<file path="src/hdl/ring_map.svh">
`ifndef RING_MAP_SVH
`define RING_MAP_SVH

// ----------------------------------------
// Line patterns, sent bit 0 first
// ----------------------------------------
`define RING_FLAG 8'h7e
`define RING_FILL 8'hfe
`define RING_PAT_LAST 3'h7

// ----------------------------------------
// Stuffing and timing
// ----------------------------------------
`define RING_STUFF_RUN 3'h5
`define RING_SAMPLES_PER_BIT 8
`define RING_FILL_PERIOD_BITS 16

`endif

</file>
<file path="src/hdl/ring_pkg.sv">
package ring_pkg;
  typedef enum logic [1:0] {
    ST_FILL,
    ST_OPEN,
    ST_BODY,
    ST_CLOSE
  } tx_state_t;
endpackage

</file>
<file path="src/hdl/bit_clock_if.sv">
`timescale 1ns/100ps
interface bit_clock_if;
  logic tick;
  logic rxBit;
  logic freeRun;
  modport recover (output tick, output rxBit, input freeRun);
  modport framer (input tick, input rxBit, output freeRun);
endinterface

</file>
<file path="src/hdl/bit_clock_recovery.sv">
`timescale 1ns/100ps
`include "ring_map.svh"
module bit_clock_recovery import ring_pkg::*; #(
  parameter int SPB = `RING_SAMPLES_PER_BIT
) (
  input wire logic clk,
  input wire logic rstSyncN,
  input wire logic rxSync,
  bit_clock_if.recover bc
);

  localparam int PW = $clog2(SPB);
  localparam logic [PW-1:0] PH_LAST = PW'(SPB - 1);
  localparam logic [PW-1:0] PH_MID = PW'(SPB / 2);

  logic [PW-1:0] phase_ff;
  logic [PW-1:0] nxt_phase;
  logic rxPrev_ff;
  logic rxBit_ff;
  logic tick_ff;

  // ----------------------------------------
  // Phase tracking
  // ----------------------------------------
  // Each received transition restarts the phase so the sample point sits
  // mid-bit; a master runs free and ignores the incoming stream.
  wire rxEdge = (rxSync != rxPrev_ff) && !bc.freeRun;
  wire phaseWrap = (phase_ff == PH_LAST);
  assign nxt_phase = rxEdge ? PW'(1) : (phaseWrap ? '0 : phase_ff + PW'(1));
  wire sampleNow = (phase_ff == PH_MID);

  always_ff @(posedge clk or negedge rstSyncN) begin
    if (!rstSyncN) begin
      phase_ff <= '0;
      rxPrev_ff <= 1'b0;
      rxBit_ff <= 1'b0;
      tick_ff <= 1'b0;
    end else begin
      phase_ff <= nxt_phase;
      rxPrev_ff <= rxSync;
      tick_ff <= sampleNow;
      if (sampleNow) begin
        rxBit_ff <= rxSync;
      end
    end
  end

  assign bc.tick = tick_ff;
  assign bc.rxBit = rxBit_ff;
endmodule

</file>
<file path="src/hdl/ring_telegram_fill_repeater.sv">
`timescale 1ns/100ps
`include "ring_map.svh"
module ring_telegram_fill_repeater import ring_pkg::*; #(
  parameter int SPB = `RING_SAMPLES_PER_BIT
) (
  input wire logic clk,
  input wire logic rstn,
  input wire logic masterPin,
  input wire logic rxLine,
  input wire logic txStart,
  input wire logic bitValid,
  input wire logic bitData,
  input wire logic bitLast,
  output logic bitReady,
  output logic txLine,
  output logic busy,
  output logic bitTick
);

  // ----------------------------------------
  // Reset and pin synchronisers
  // ----------------------------------------
  // Release is synchronous so every flop on rstSyncN leaves reset on the same edge
  logic rstMeta_ff;
  logic rstSyncN_ff;
  logic modeMeta_ff;
  logic isMaster_ff;
  logic rxMeta_ff;
  logic rxSync_ff;

  always_ff @(posedge clk or negedge rstn) begin
    if (!rstn) begin
      rstMeta_ff <= 1'b0;
      rstSyncN_ff <= 1'b0;
    end else begin
      rstMeta_ff <= 1'b1;
      rstSyncN_ff <= rstMeta_ff;
    end
  end

  wire rstSyncN = rstSyncN_ff;

  // Mode pin and line are asynchronous to clk and pass two flops
  always_ff @(posedge clk or negedge rstSyncN) begin
    if (!rstSyncN) begin
      modeMeta_ff <= 1'b0;
      isMaster_ff <= 1'b0;
      rxMeta_ff <= 1'b0;
      rxSync_ff <= 1'b0;
    end else begin
      modeMeta_ff <= masterPin;
      isMaster_ff <= modeMeta_ff;
      rxMeta_ff <= rxLine;
      rxSync_ff <= rxMeta_ff;
    end
  end

  // ----------------------------------------
  // Bit clock
  // ----------------------------------------
  bit_clock_if bc ();

  // A master has no upstream clock, so the same counter runs free
  assign bc.freeRun = isMaster_ff;

  bit_clock_recovery #(.SPB(SPB)) u_recover (
    .clk(clk),
    .rstSyncN(rstSyncN),
    .rxSync(rxSync_ff),
    .bc(bc)
  );

  // ----------------------------------------
  // Framing state
  // ----------------------------------------
  tx_state_t state_ff;
  tx_state_t nxt_state;
  logic [2:0] patIdx_ff;
  logic [2:0] nxt_patIdx;
  logic [2:0] ones_ff;
  logic [2:0] nxt_ones;
  logic lastSeen_ff;
  logic nxt_lastSeen;
  logic startPend_ff;
  logic line_ff;
  logic txBit;
  logic useRepeat;
  logic take;

  // Both words go out bit 0 first
  localparam logic [7:0] FLAG = `RING_FLAG;
  localparam logic [7:0] FILL = `RING_FILL;

  // All framing state except startPend_ff moves on the bit tick only
  wire tick = bc.tick;
  wire stuffDue = (ones_ff == `RING_STUFF_RUN);
  wire bodyEnds = lastSeen_ff || !bitValid;
  wire patDone = (patIdx_ff == `RING_PAT_LAST);
  wire inFill = (state_ff == ST_FILL);

  always_comb begin
    nxt_state = state_ff;
    nxt_patIdx = patIdx_ff + 3'h1;
    nxt_ones = ones_ff;
    nxt_lastSeen = lastSeen_ff;
    txBit = 1'b1;
    useRepeat = 1'b0;
    take = 1'b0;
    case (state_ff)
      ST_FILL: begin
        txBit = FILL[patIdx_ff];
        useRepeat = !isMaster_ff;
        // A pending start leaves fill only on a tick, never mid-bit
        if (startPend_ff) begin
          nxt_state = ST_OPEN;
          nxt_patIdx = 3'h0;
        end
      end
      ST_OPEN: begin
        txBit = FLAG[patIdx_ff];
        // Limitation: the first body bit must be valid on the next tick
        if (patDone) begin
          nxt_state = ST_BODY;
          nxt_ones = 3'h0;
          nxt_lastSeen = 1'b0;
        end
      end
      ST_BODY: begin
        // Stuffing also runs after the last body bit, ahead of the close
        if (stuffDue) begin
          txBit = 1'b0;
          nxt_ones = 3'h0;
        end else if (bodyEnds) begin
          // A missing bit ends the telegram rather than corrupting it
          txBit = FLAG[0];
          nxt_state = ST_CLOSE;
          nxt_patIdx = 3'h1;
        end else begin
          txBit = bitData;
          take = 1'b1;
          nxt_lastSeen = bitLast;
          nxt_ones = bitData ? ones_ff + 3'h1 : 3'h0;
        end
      end
      ST_CLOSE: begin
        // Fill restarts at its zero bit once the close is out
        txBit = FLAG[patIdx_ff];
        if (patDone) begin
          nxt_state = ST_FILL;
          nxt_patIdx = 3'h0;
        end
      end
      default: begin
        nxt_state = ST_FILL;
        nxt_patIdx = 3'h0;
      end
    endcase
  end

  always_ff @(posedge clk or negedge rstSyncN) begin
    if (!rstSyncN) begin
      state_ff <= ST_FILL;
      patIdx_ff <= 3'h0;
      ones_ff <= 3'h0;
      lastSeen_ff <= 1'b0;
    end else if (tick) begin
      state_ff <= nxt_state;
      patIdx_ff <= nxt_patIdx;
      ones_ff <= nxt_ones;
      lastSeen_ff <= nxt_lastSeen;
    end
  end

  // ----------------------------------------
  // Start request
  // ----------------------------------------
  // Request arriving on the tick that consumes the previous one is kept
  wire startTaken = tick && inFill;
  always_ff @(posedge clk or negedge rstSyncN) begin
    if (!rstSyncN) begin
      startPend_ff <= 1'b0;
    end else if (txStart) begin
      startPend_ff <= 1'b1;
    end else if (startTaken) begin
      startPend_ff <= 1'b0;
    end
  end

  // ----------------------------------------
  // Line coder
  // ----------------------------------------
  // Every change, coded or repeated, lands on a tick only, so the hand-over
  // between telegram, fill and repeat needs no special case.
  always_ff @(posedge clk or negedge rstSyncN) begin
    if (!rstSyncN) begin
      line_ff <= 1'b0;
    end else if (tick) begin
      // Only the mid-bit sample is repeated, so glitches are not passed on
      if (useRepeat) begin
        line_ff <= bc.rxBit;
      end else if (!txBit) begin
        line_ff <= !line_ff;
      end
    end
  end

  // ----------------------------------------
  // Outputs
  // ----------------------------------------
  assign txLine = line_ff;
  assign bitReady = tick && take;
  assign busy = startPend_ff || !inFill;
  assign bitTick = tick;
endmodule

</file>
<file path="config.mk">
export PLATFORM = sky130hd
export DESIGN_NAME = ring_telegram_fill_repeater
export DESIGN_NICKNAME = d
export VERILOG_FILES = /design/src/hdl/ring_pkg.sv /design/src/hdl/bit_clock_if.sv /design/src/hdl/bit_clock_recovery.sv /design/src/hdl/ring_telegram_fill_repeater.sv
export VERILOG_INCLUDE_DIRS = /design/src /design/src/hdl
export SDC_FILE = /design/constraint.sdc
export NUM_CORES = 1
export LEC_CHECK = 0
export BUFFER_PORTS_ARGS = -buffer_cell sky130_fd_sc_hd__buf_2
export CORE_ASPECT_RATIO = 1.1
export CORE_MARGIN = 2
export CORE_UTILIZATION = 56
export DETAILED_ROUTE_END_ITERATION = 10
export GPL_TIMING_DRIVEN = 0
export PLACE_DENSITY_LB_ADDON = 0.25
export SKIP_LAST_GASP = 1
export SYNTH_ARGS = -nofsm -noshare
export SYNTH_HDL_FRONTEND = slang
export SYNTH_SLANG_ARGS = --single-unit
</file>
<file path="constraint.sdc">
create_clock -name clk -period 1.5 [get_ports clk]
set_clock_uncertainty 0.05 [all_clocks]
set_input_delay 0.075 -clock clk [delete_from_list [all_inputs] [get_ports clk]]
set_output_delay 0.075 -clock clk [all_outputs]
set_load 0.005 [all_outputs]
</file>
# Word level (Yosys, flattened, before mapping)
# Memory sizes are Yosys's and may differ from the RTL's.
# Cells that the tools add are included.
word_totals:
  romBits: 16
  n_memories: 2
  regBits: 23
  in_bits: 8
  wordCells: 90
mem_list:
  columns: ["memory", "words", "width", "rd", "rd_ports_with_merged_regs", "write_ports", "line_no", "rtl"]
  rows:
  - ["(name not given)", 8, 1, 1, 0, 0, "ring_telegram_fill_repeater.sv:147", "txBit = FLAG[patIdx_ff];"]
  - ["(name not given)", 8, 1, 1, 0, 0, "ring_telegram_fill_repeater.sv:111", "txBit = FILL[patIdx_ff];"]
op_classes:
  mux: 35
  n_eq_ne: 16
  n_reduce_logical: 17
  add_sub_neg: 3
  magnitude_cmp: 1
op_table:
  columns: ["operator", "count"]
  rows:
  - ["3-bit two-way mux", 10]
  - ["1-bit two-way mux", 15]
  - ["3-bit equality test, second input constant", 4]
  - ["2-bit inequality test, second input constant", 6]
  - ["2-bit two-way mux", 5]
  - ["3-bit by 1-bit adder with 3-bit output, second input constant", 3]
  - ["3-bit one-hot mux with 3 select lines", 1]
  - ["2-bit one-hot mux with 4 select lines", 1]
  - ["3-bit one-hot mux with 2 select lines", 1]
  - ["6-bit AND reduction", 1]
  - ["5-bit AND reduction", 1]
  - ["2-bit equality test, second input constant", 2]
  - ["1-bit logical NOT", 4]
  - ["3-bit by 4-bit less-than comparator with 1-bit output, second input constant", 1]
  - ["4-bit AND reduction", 1]
  - ["2-bit nonzero test", 2]
  - ["1-bit logical AND", 3]
  - ["3-bit inequality test, second input constant", 1]
  - ["1-bit one-hot mux with 3 select lines", 1]
  - ["2-bit by 1-bit equality test with 1-bit output, second input constant", 1]
  - ["2-bit logical NOT", 1]
  - ["1-bit logical OR", 2]
  - ["2-bit by 1-bit inequality test with 1-bit output, second input constant", 1]
  - ["1-bit one-hot mux with 2 select lines", 1]
  - ["other kinds (3)", 3]

# Logic depth before layout (Yosys ltp)
# Gate-level depths: netlist of the first run.
depth:
  ltp_word: 7
  depth_mapped: 6
  ltp_nobuf: 6

# Cells and area by module
# Synthesis of the first run repeated with hierarchy kept, for this count alone.
hier_totals:
  cells_unflattened: 111
  hier_area_um2: 1260.0
modules_own_cells:
  columns: ["mod", "cells_per_inst", "area_each_um2", "instances"]
  rows:
  - ["ring_telegram_fill_repeater", 92, 982.2, 1]
  - ["bit_clock_recovery", 19, 277.8, 1]

# Worst setup path before layout of the first run
# Ideal clock, no wire load.
synth_path:
  path_kind: "register to register"
  start: "register state_ff[0]"
  end: "register state_ff[1]"
  setup_time_ns: 0.125
  arrival_time_ns: 1.401
  stages_incl_launch_ff: 7
  synth_period_minus_slack_ns: 1.575
  path_slack_ns: -0.075
  n_path_buf: 0
  required_time_ns: 1.325
  cell_sequence: "dfrtp_1 inv_1 ha_1 nand2b_1 o211ai_1 nor2_1 mux2_2"
synth_via:
  elab_chain_cells: 3
  word_cells_on_any_way: 11
  cone_classes: "eq/ne (8); mux (1); reduce/logical (2)"
synth_rtl:
  columns: ["element", "line_no", "rtl"]
  rows:
  - ["from (decl)", "ring_telegram_fill_repeater.sv:76", "tx_state_t state_ff;"]
  - ["from (signal assigned)", "ring_telegram_fill_repeater.sv:167", "state_ff <= nxt_state;"]
  - ["2-bit by 1-bit equality test with 1-bit output, or another cell as far along", "ring_telegram_fill_repeater.sv:109", "case (state_ff)"]
  - ["2-bit inequality test (no source line)", null, null]
  - ["6-bit AND reduction (no source line)", null, null]
# Parallel ways exist; a longest one is shown, timed or not.
# A chain may end at the register's enable or synchronous reset.

# Worst setup path after layout of the first run
layout_path:
  start: "register state_ff[0]"
  end: "output bitReady"
layout_via:
  elab_chain_cells: 3
layout_rtl:
  columns: ["element", "line_no", "rtl"]
  rows:
  - ["2-bit equality test", "ring_telegram_fill_repeater.sv:109", null]
  - ["1-bit two-way mux", "ring_telegram_fill_repeater.sv:109", null]
  - ["1-bit logical AND", "ring_telegram_fill_repeater.sv:211", "assign bitReady = tick && take;"]
  - ["to (decl)", "ring_telegram_fill_repeater.sv:14", "output logic bitReady,"]
# No other way between the ends.

==> results of run 1 <==
worst max-delay path: stages (launching register included):
cell and delay [ns]:
dfrtp_2 0.45, inv_4 0.07, ha_4 0.14, a21bo_4 0.24
nor2_2 0.09, and2_1 0.12, buf_2 0.10
cells in the final DEF, fill, tap and decap left out, types with 2 or more instances in the layout:
cell type / Yosys / final
buf_2: 1 / 11
buf_6: 0 / 6
nand2_1: 8 / 8
inv_1: 9 / 7
o21ai_0: 4 / 2
mux2_4: 1 / 2
o311a_1: 2 / 2
and2_1: 3 / 3
o31ai_1: 2 / 2
nand2b_1: 3 / 2
nor2b_1: 4 / 4
clkbuf_4: 0 / 3
ha_1: 12 / 5
o21ai_2: 2 / 2
o211ai_1: 2 / 2
ha_2: 0 / 2
mux2_2: 3 / 2
buf_4: 0 / 11
ha_4: 0 / 5
dlygate4sd3_1: 0 / 5
nor2_2: 0 / 2
nor2_1: 6 / 3
nand3_1: 2 / 2
inv_4: 0 / 2
o21ai_1: 0 / 2
dfrtp_1: 23 / 21
dfrtp_2: 0 / 2
final timing paths:
kind,start,to
max in group asynchronous,rstSyncN,state_ff[1]
hold reg to reg,rstSyncN,u_recover.bc.rxBit
setup reg to reg,state_ff[0],state_ff[1]
min in group asynchronous,rstSyncN,u_recover.bc.rxBit
setup / recovery,state_ff[0],bitReady
hold / removal,bitLast,lastSeen_ff
power by group through the flow:
stage                     Combinational, uW  Sequential [uW]  Clock [uW]
after floorplan                         728              891           0
after global placement                  854              912           0
after detailed placement                896              926           0
after CTS                              1110              915         298
after global routing                   1460              941         334
final                                  1350              923         303
metrics by stage:
stage,cell area [um^2],power (uW)
detailed placement,1340,1820
global placement,1340,1770
finish,1620,2570
global route,1620,2740
floorplan,1250,1620
CTS,1530,2330
sequential cells by signal, summed over array words and instances, names as in the netlist, 2 cells and up:
register and flops:
ones_ff 3, patIdx_ff 3, u_recover.phase_ff 3, state_ff 2
cell families after synthesis:
| kind of cell | after synthesis |
|---|---|
| DFF | 23 |
| muxes | 5 |
| buffers and inverters | 10 |
| and+or+nand+nor | 29 |
| other | 1 |
| adders and majority gates | 12 |
| AOI/OAI and AO/OA | 25 |
| xor gates and xnor gates | 1 |
cell type report:
type                       instances  area, um^2
inverter                           9        38.8
multi-input combinational         73         689
tap                               28        35.0
clock inverter                     1        5.00
timing repair buffer              32         250
fill                             136         375
sequential                        23         578
buffer                             1        5.00
clock buffer                       3        22.5
per-layer routing:
metal	up-vias	track usage, %
li1	442	-
met1	481	27.7
met2	27	41.3
met3	9	4.83
met4	0	7.21
met5	-	0
what timing repair did:
item,CTS,global route
hold buffers,5,0
setup endpoints to repair,10,12
pin swaps,6,9
hold endpoints to repair,5,0
resized for setup,10,13
setup buffers,9,7
==> impl_metrics.ini, run 1 <==
[outcome]
status = complete, but fails checks
violations = hold timing, setup timing

[global_routing]
grt_pass1_wl_mm = 4.10
grtUsageTotal_pct = 23.5
grt_antenna_before_repair = 0
grt.overflow.total = 0
grt_max_degree = 22
grt_pass1_vias = 934

[die]
start_util_pct = 59.2
die_h_um = 52.2
coreArea_um2 = 2000
die_area_um2 = 2500
die_width_um = 47.8
io_pins = 12
num_rows = 17

[pwr]
clkPwrFrac_pct = 11.8
p_int_uw = 1610
leakage_uw = 0.000737
p_sw_share_pct = 37.5
power_frac_seq_pct = 35.9
power.net_switching_uw = 963
powerDensity_nw_per_um2 = 1580
irDropWorstVdd_mv = 1.32
combPwrFrac_pct = 52.3

[yosys]
synthTopCellsByArea = dfrtp_1 (49%), ha_1 (13%), inv_1 (2.9%)
avgSynthCellArea_um2 = 11.2
syn-num-nets = 126
synthFlopType = dfrtp_1
synth_xor_area_share_pct = 0.740
async_flop_share_pct = 100
yosys.area_share.simple_pct = 12.4
syn-cell-area_um2 = 1180
muxShareOfSynthArea_pct = 4.97
ys_seq_area_share_pct = 48.6
synth-compound-area-share_pct = 17.0
synthCells = 106
synth_top_family_by_area = compound AO/OA/AOI/OAI gates
yosysUniqueCellTypes = 34
synth_top_area_cell = dfrtp_1
synth-edff-count = 0
synthAdderAreaFrac_pct = 12.7
ys_warn_count = 0
synth_commonest_cells = dfrtp_1 (23), ha_1 (12), inv_1 (9)
ys_ff_latch = 23
synth_top_area_share_pct = 48.6
synthMostInstantiatedCell = dfrtp_1

[drt]
routed_via_density = 5.64
wl_mm = 2.64
wl_met2_mm = 1.41
dr.first_iter.drc_count = 27
routedWlPerCell_um = 15.6
final_antenna_net_count = 0
top_layer = met4
dr.pass1.iters = 4
drc = 0
met1_length_mm = 1.05
dr_wl_met3_um = 120
num_vias = 959

[sta]
slew_violations = 0
worst_slack_ns = -0.161
maxSlewHeadroom_pct = 45.4
fin_hold_ws_ns = -0.00158
grt_setup_unrepaired = true
finalSetupTns_ns = -0.868
min_period_ns = 1.66
hold_violations = 1
worst_pin_slew_ns = 0.819
fmax_mhz = 602
finalSetupViolations = 11
fin_crit_sh_pct = 111

[cts]
numCtsBuffers = 3
worstSkewPairLatency_ns = 0.33
cts_max_path_buffers = 2
tritoncts = yes
cts_sinks = 23
clk_pin_slew_ns = 0.13
cts_root_buffer = clkbuf_4
htree_levels = 1

[placement]
place_hpwl_mm = 1.59
post-place-cells = 145
place.gp.congestion = 0.762
portBuffers = 11
dp_slack_ns = -0.130

[worst_setup_path]
worstPathArrival_ns = 1.54
reg2regPathDepth = 6
crit_fanout = 2
cp-end-kind = output port
r2r_slack_ns = -0.15
start_kind = flip-flop
path_class = flip-flop to output port
required_ns = 1.37

[finish]
utilization_pct = 81.2
final_cells = 170
drive_gt1_share_pct = 41.5
syn_to_final_growth_pct = 37.2
final_nets = 163
diodes = 0

[run]
maxCapViolations = 0

[min_path]
min_path_cells = 3
hold_path_class = primary input to flip-flop
Power figures use the tool's default switching activity.
==> run 2, diff against run 1 <==
--- a/config.mk
+++ b/config.mk
@@ -9,7 +9,7 @@
 export BUFFER_PORTS_ARGS = -buffer_cell sky130_fd_sc_hd__buf_2
 export CORE_ASPECT_RATIO = 1.1
 export CORE_MARGIN = 2
-export CORE_UTILIZATION = 56
+export CORE_UTILIZATION = 40
 export DETAILED_ROUTE_END_ITERATION = 10
 export GPL_TIMING_DRIVEN = 0
 export PLACE_DENSITY_LB_ADDON = 0.25
==> constraint.sdc (replaced) <==
create_clock -name clk -period 1.8 [get_ports clk]
set_clock_uncertainty 0.05 [all_clocks]
set_input_delay 0.09 -clock clk [delete_from_list [all_inputs] [get_ports clk]]
set_output_delay 0.09 -clock clk [all_outputs]
set_load 0.005 [all_outputs]
==> impl_metrics.ini, run 2 (synthesis gave the netlist of run 1 again) <==
[outcome]
status = complete, no violations

[cts]
cts_root_buffer = clkbuf_4
tritoncts = yes
clk_pin_slew_ns = 0.13
cts_max_path_buffers = 2
worstSkewPairLatency_ns = 0.32
htree_levels = 1
cts_sinks = 23
numCtsBuffers = 3

[worst_setup_path]
path_class = flip-flop to flip-flop
required_ns = 1.97
worstPathArrival_ns = 1.89
crit_fanout = 3
start_kind = flip-flop
cp-end-kind = flip-flop

[drt]
routedWlPerCell_um = 13.0
dr.first_iter.drc_count = 21
wl_mm = 2.19
dr.pass1.iters = 4
routed_via_density = 5.27
drc = 0
num_vias = 886
final_antenna_net_count = 0

[global_routing]
grt_max_degree = 22
grt_pass1_vias = 882
grt.overflow.total = 0
grt_pass1_wl_mm = 3.89
grt_antenna_before_repair = 0
grtUsageTotal_pct = 14.8

[min_path]
hold_path_class = primary input to flip-flop

[die]
num_rows = 20
die_area_um2 = 3410
coreArea_um2 = 2800
start_util_pct = 42.2
io_pins = 12
die_h_um = 61.1
die_width_um = 55.9

[finish]
syn_to_final_growth_pct = 23.8
layout_commonest_cell = dfrtp_1
utilization_pct = 52.3
largest_registers = ones_ff x3, patIdx_ff x3, u_recover.phase_ff x3
diodes = 0
final_cell_mix = dfrtp_1 (23), buf_2 (12), ha_1 (9)
drive_gt1_share_pct = 29.6
final_nets = 156

[pwr]
power.net_switching_uw = 661
p_total_uw = 1820
irDropWorstVdd_mv = 0.657
p_int_uw = 1160
clkPwrFrac_pct = 13.4
power_frac_seq_pct = 40.5
powerDensity_nw_per_um2 = 1240
combPwrFrac_pct = 46.1
leakage_uw = 0.000673
p_sw_share_pct = 36.3

[sta]
worst_slack_ns = 0.0799
fin_crit_sh_pct = 95.6
fin_hold_ws_ns = 0.0217
min_period_ns = 1.72
fmax_mhz = 581
finalSetupViolations = 0
slew_violations = 0
worst_pin_slew_ns = 0.833
maxSlewHeadroom_pct = 44.4
hold_violations = 0

[placement]
portBuffers = 11
place_hpwl_mm = 1.54
place.gp.congestion = 0.781
dp_slack_ns = 0.0443

[run]
maxCapViolations = 0
[run 2: cell count changes in the layout (fill, tap and decap cells not counted), moves of 3 or more]
cell   change
ha_1       +4
buf_6      -5
buf_4      -3
ha_4       -4
[run 2: worst paths after layout]
path | start | endpoint | slack [ns] | cells after the start
setup / recovery | state_ff[0] | state_ff[1] | 0.08 | 6
hold / removal | bitLast | lastSeen_ff | 0.02 | 3
setup reg to reg | state_ff[0] | state_ff[1] | 0.08 | 6
hold reg to reg | rstSyncN | startPend_ff | 0.30 | 0
max in group asynchronous | rstSyncN | ones_ff[2] | 0.87 | 0
min in group asynchronous | rstSyncN | startPend_ff | 0.30 | 0
[run 2: cell type report]
| cell class | instances | area [um^2] |
|---|---|---|
| buffer | 1 | 5.00 |
| fill | 258 | 1340 |
| multi-input combinational | 73 | 603 |
| sequential | 23 | 576 |
| tap | 33 | 41.3 |
| clock inverter | 1 | 7.51 |
| inverter | 9 | 33.8 |
| clock buffer | 3 | 22.5 |
| timing repair buffer | 25 | 176 |
[run 2: worst max-delay path: stages (launching register included)]
cell	delay, ns
dfrtp_1	0.43
buf_4	0.15
ha_1	0.21
nor2_2	0.10
o211ai_1	0.12
nor2_1	0.20
mux2_2	0.35
[run 2: per-layer routing]
layer	track usage [%]	wire length, um	part of all wire (%)	up-vias
met3	2.73	76	3.5	5
met1	17.8	989	45	435
met2	26.4	1080	49	17
met4	7.14	40	1.8	0
met5	0	0	0	-
li1	-	-	-	429
[run 2: stage by stage]
stage	cells	setup TNS [ns]	area, um^2
2_1_floorplan	106	0	1180
3_3_place_gp	150	0	1280
3_5_place_dp	150	0	1280
4_1_cts	160	-0.0305	1380
5_1_grt	168	-0.0175	1470
6_report	168	0	1470
[run 2: power groups by stage]
stage	logic [uW]	registers, uW	clock network [uW]
6_report	840	739	244
5_1_grt	935	760	284
4_1_cts	680	746	260
3_5_place_dp	627	753	0
3_3_place_gp	599	743	0
2_1_floorplan	490	726	0
[run 2: what timing repair did]
action	in CTS	in global routing
hold endpoints to repair	5	0
setup endpoints to repair	1	4
buffers inserted	1	8
pin swaps	0	3
hold buffers	5	0
gates resized for setup	3	7
==> run 3, diff against run 2 <==
--- a/config.mk
+++ b/config.mk
@@ -10,6 +10,7 @@
 export CORE_ASPECT_RATIO = 1.1
 export CORE_MARGIN = 2
 export CORE_UTILIZATION = 40
+export CTS_CLUSTER_DIAMETER = 80
 export DETAILED_ROUTE_END_ITERATION = 10
 export GPL_TIMING_DRIVEN = 0
 export PLACE_DENSITY_LB_ADDON = 0.25
==> constraint.sdc (replaced) <==
create_clock -name clk -period 1.5 [get_ports clk]
set_clock_uncertainty 0.05 [all_clocks]
set_input_delay 0.225 -clock clk [delete_from_list [all_inputs] [get_ports clk]]
set_output_delay 0.225 -clock clk [all_outputs]
set_load 0.005 [all_outputs]
==> impl_metrics.ini, run 3 (synthesis gave the netlist of run 1 again) <==
[worst_setup_path]
path_class = flip-flop to output port
cp-end-kind = output port
start_kind = flip-flop
r2r_slack_ns = -0.17
slowest_delay_ns = 0.46
worstPathArrival_ns = 1.49
crit_chain = inv_4 -> ha_4 -> a21bo_4 -> nor2_4 -> and2_1 -> buf_2
crit_fanout = 2
slowest_stage = dfrtp_2
required_ns = 1.22

[sta]
finalSetupViolations = 10
hold_violations = 0
finalSetupTns_ns = -1.31
worst_slack_ns = -0.267
fmax_mhz = 566
slew_violations = 0
fin_crit_sh_pct = 118
maxSlewHeadroom_pct = 43.1
min_period_ns = 1.77
grt_setup_unrepaired = true
worst_pin_slew_ns = 0.853

[pwr]
p_total_uw = 2390
leakage_uw = 0.000701
powerDensity_nw_per_um2 = 1550
irDropWorstVdd_mv = 1.08

[cts]
numCtsBuffers = 3
worstSkewPairLatency_ns = 0.31
clk_pin_slew_ns = 0.13
cts_sinks = 23
htree_levels = 1
tritoncts = yes
cts_root_buffer = clkbuf_4
cts_max_path_buffers = 2

[die]
die_area_um2 = 3410
die_width_um = 55.9
num_rows = 20
coreArea_um2 = 2800
io_pins = 12
start_util_pct = 42.2
die_h_um = 61.1

[drt]
wl_mm = 2.30
num_vias = 875
routedWlPerCell_um = 13.5
drc = 0
dr.first_iter.drc_count = 34
routed_via_density = 5.15
final_antenna_net_count = 0
dr.pass1.iters = 4

[finish]
diodes = 0
final_cell_mix = dfrtp_1 (22), buf_2 (12), buf_4 (12)
largest_registers = ones_ff x3, patIdx_ff x3, u_recover.phase_ff x3
final_area_um2 = 1540
final_nets = 158
layout_commonest_cell = dfrtp_1
syn_to_final_growth_pct = 30.4
final_cells = 170
drive_gt1_share_pct = 38.7

[placement]
post-place-cells = 150
portBuffers = 11
place_hpwl_mm = 1.53
place.gp.congestion = 0.773
place_area_um2 = 1340
dp_slack_ns = -0.153

[global_routing]
grt_pass1_vias = 885
grt_max_degree = 22
grt_pass1_wl_mm = 3.98
grt.overflow.total = 0
grtUsageTotal_pct = 15.7
grt_antenna_before_repair = 0

[min_path]
hold_path_class = primary input to flip-flop

[run]
maxCapViolations = 0

[outcome]
violations = setup timing
status = complete, but fails checks
==> run 3: changes by cell type in the layout (fill, tap and decap cells not counted), sizes merged <==
cell	previous run	this run
clkinv	0	1
dlygate4sd3	5	3
buf	21	25
clkinvlp	1	0
==> run 3: final timing paths <==
kind	startpoint	endpoint	cells past startpoint
worst max-delay path	state_ff[0]	bitReady	6
min in group asynchronous	rstn	rstSyncN	2
worst min register to register	rstSyncN	u_recover.rxPrev_ff	0
max in group asynchronous	rstSyncN	state_ff[0]	0
worst min-delay path	txStart	startPend_ff	2
worst max register to register	state_ff[1]	state_ff[1]	7
==> run 3: where the power goes <==
group | internal, uW | switching (uW)
clock | 99.7 | 185
sequential | 762 | 141
combinational | 652 | 547
total | 1510 | 873
==> run 3: cell type report <==
cell class                      instances  area [um^2]
Buffer                                  1         5.00
Clock buffer                            3         22.5
Clock inverter                          1         5.00
Fill cell                             258         1260
Inverter                                9         41.3
Multi-Input combinational cell         73          666
Sequential cell                        23          577
Tap cell                               33         41.3
Timing Repair Buffer                   27          186
==> run 3: timing repair <==
item,4_1_cts,5_1_grt
endpoints found under the hold margin,4,0
pin swaps,5,9
hold buffers,3,0
resized for setup,7,8
buffers inserted,12,3
cloned,0,0
endpoints found under the setup margin,11,12
==> run 3: metrics by stage <==
stage / utilization [%] / hold slack, ns
final: 55.1 / 0.0257
after global routing: 55.1 / 0.0346
after CTS: 54.3 / 0.0106
after detailed placement: 47.9 / -0.0377
after global placement: 47.9 / -0.0411
after floorplan: - / -0.121
==> run 3: per-layer routing <==
metal / part of all wire [%] / track usage (%)
met1: 44 / 17.2
met2: 51 / 29.4
met3: 4.0 / 4.62
met4: 1.7 / 5.78
met5: 0 / 0
==> run 3: worst max-delay path: cells and delay by family (launching register included) <==
| family | cells | cell delay [ns] |
|---|---|---|
| DFF | 1 | 0.46 |
| AOI/OAI and AO/OA | 1 | 0.23 |
| and+or+nand+nor | 2 | 0.19 |
| buffers and inverters | 2 | 0.17 |
| adders and majority gates | 1 | 0.12 |
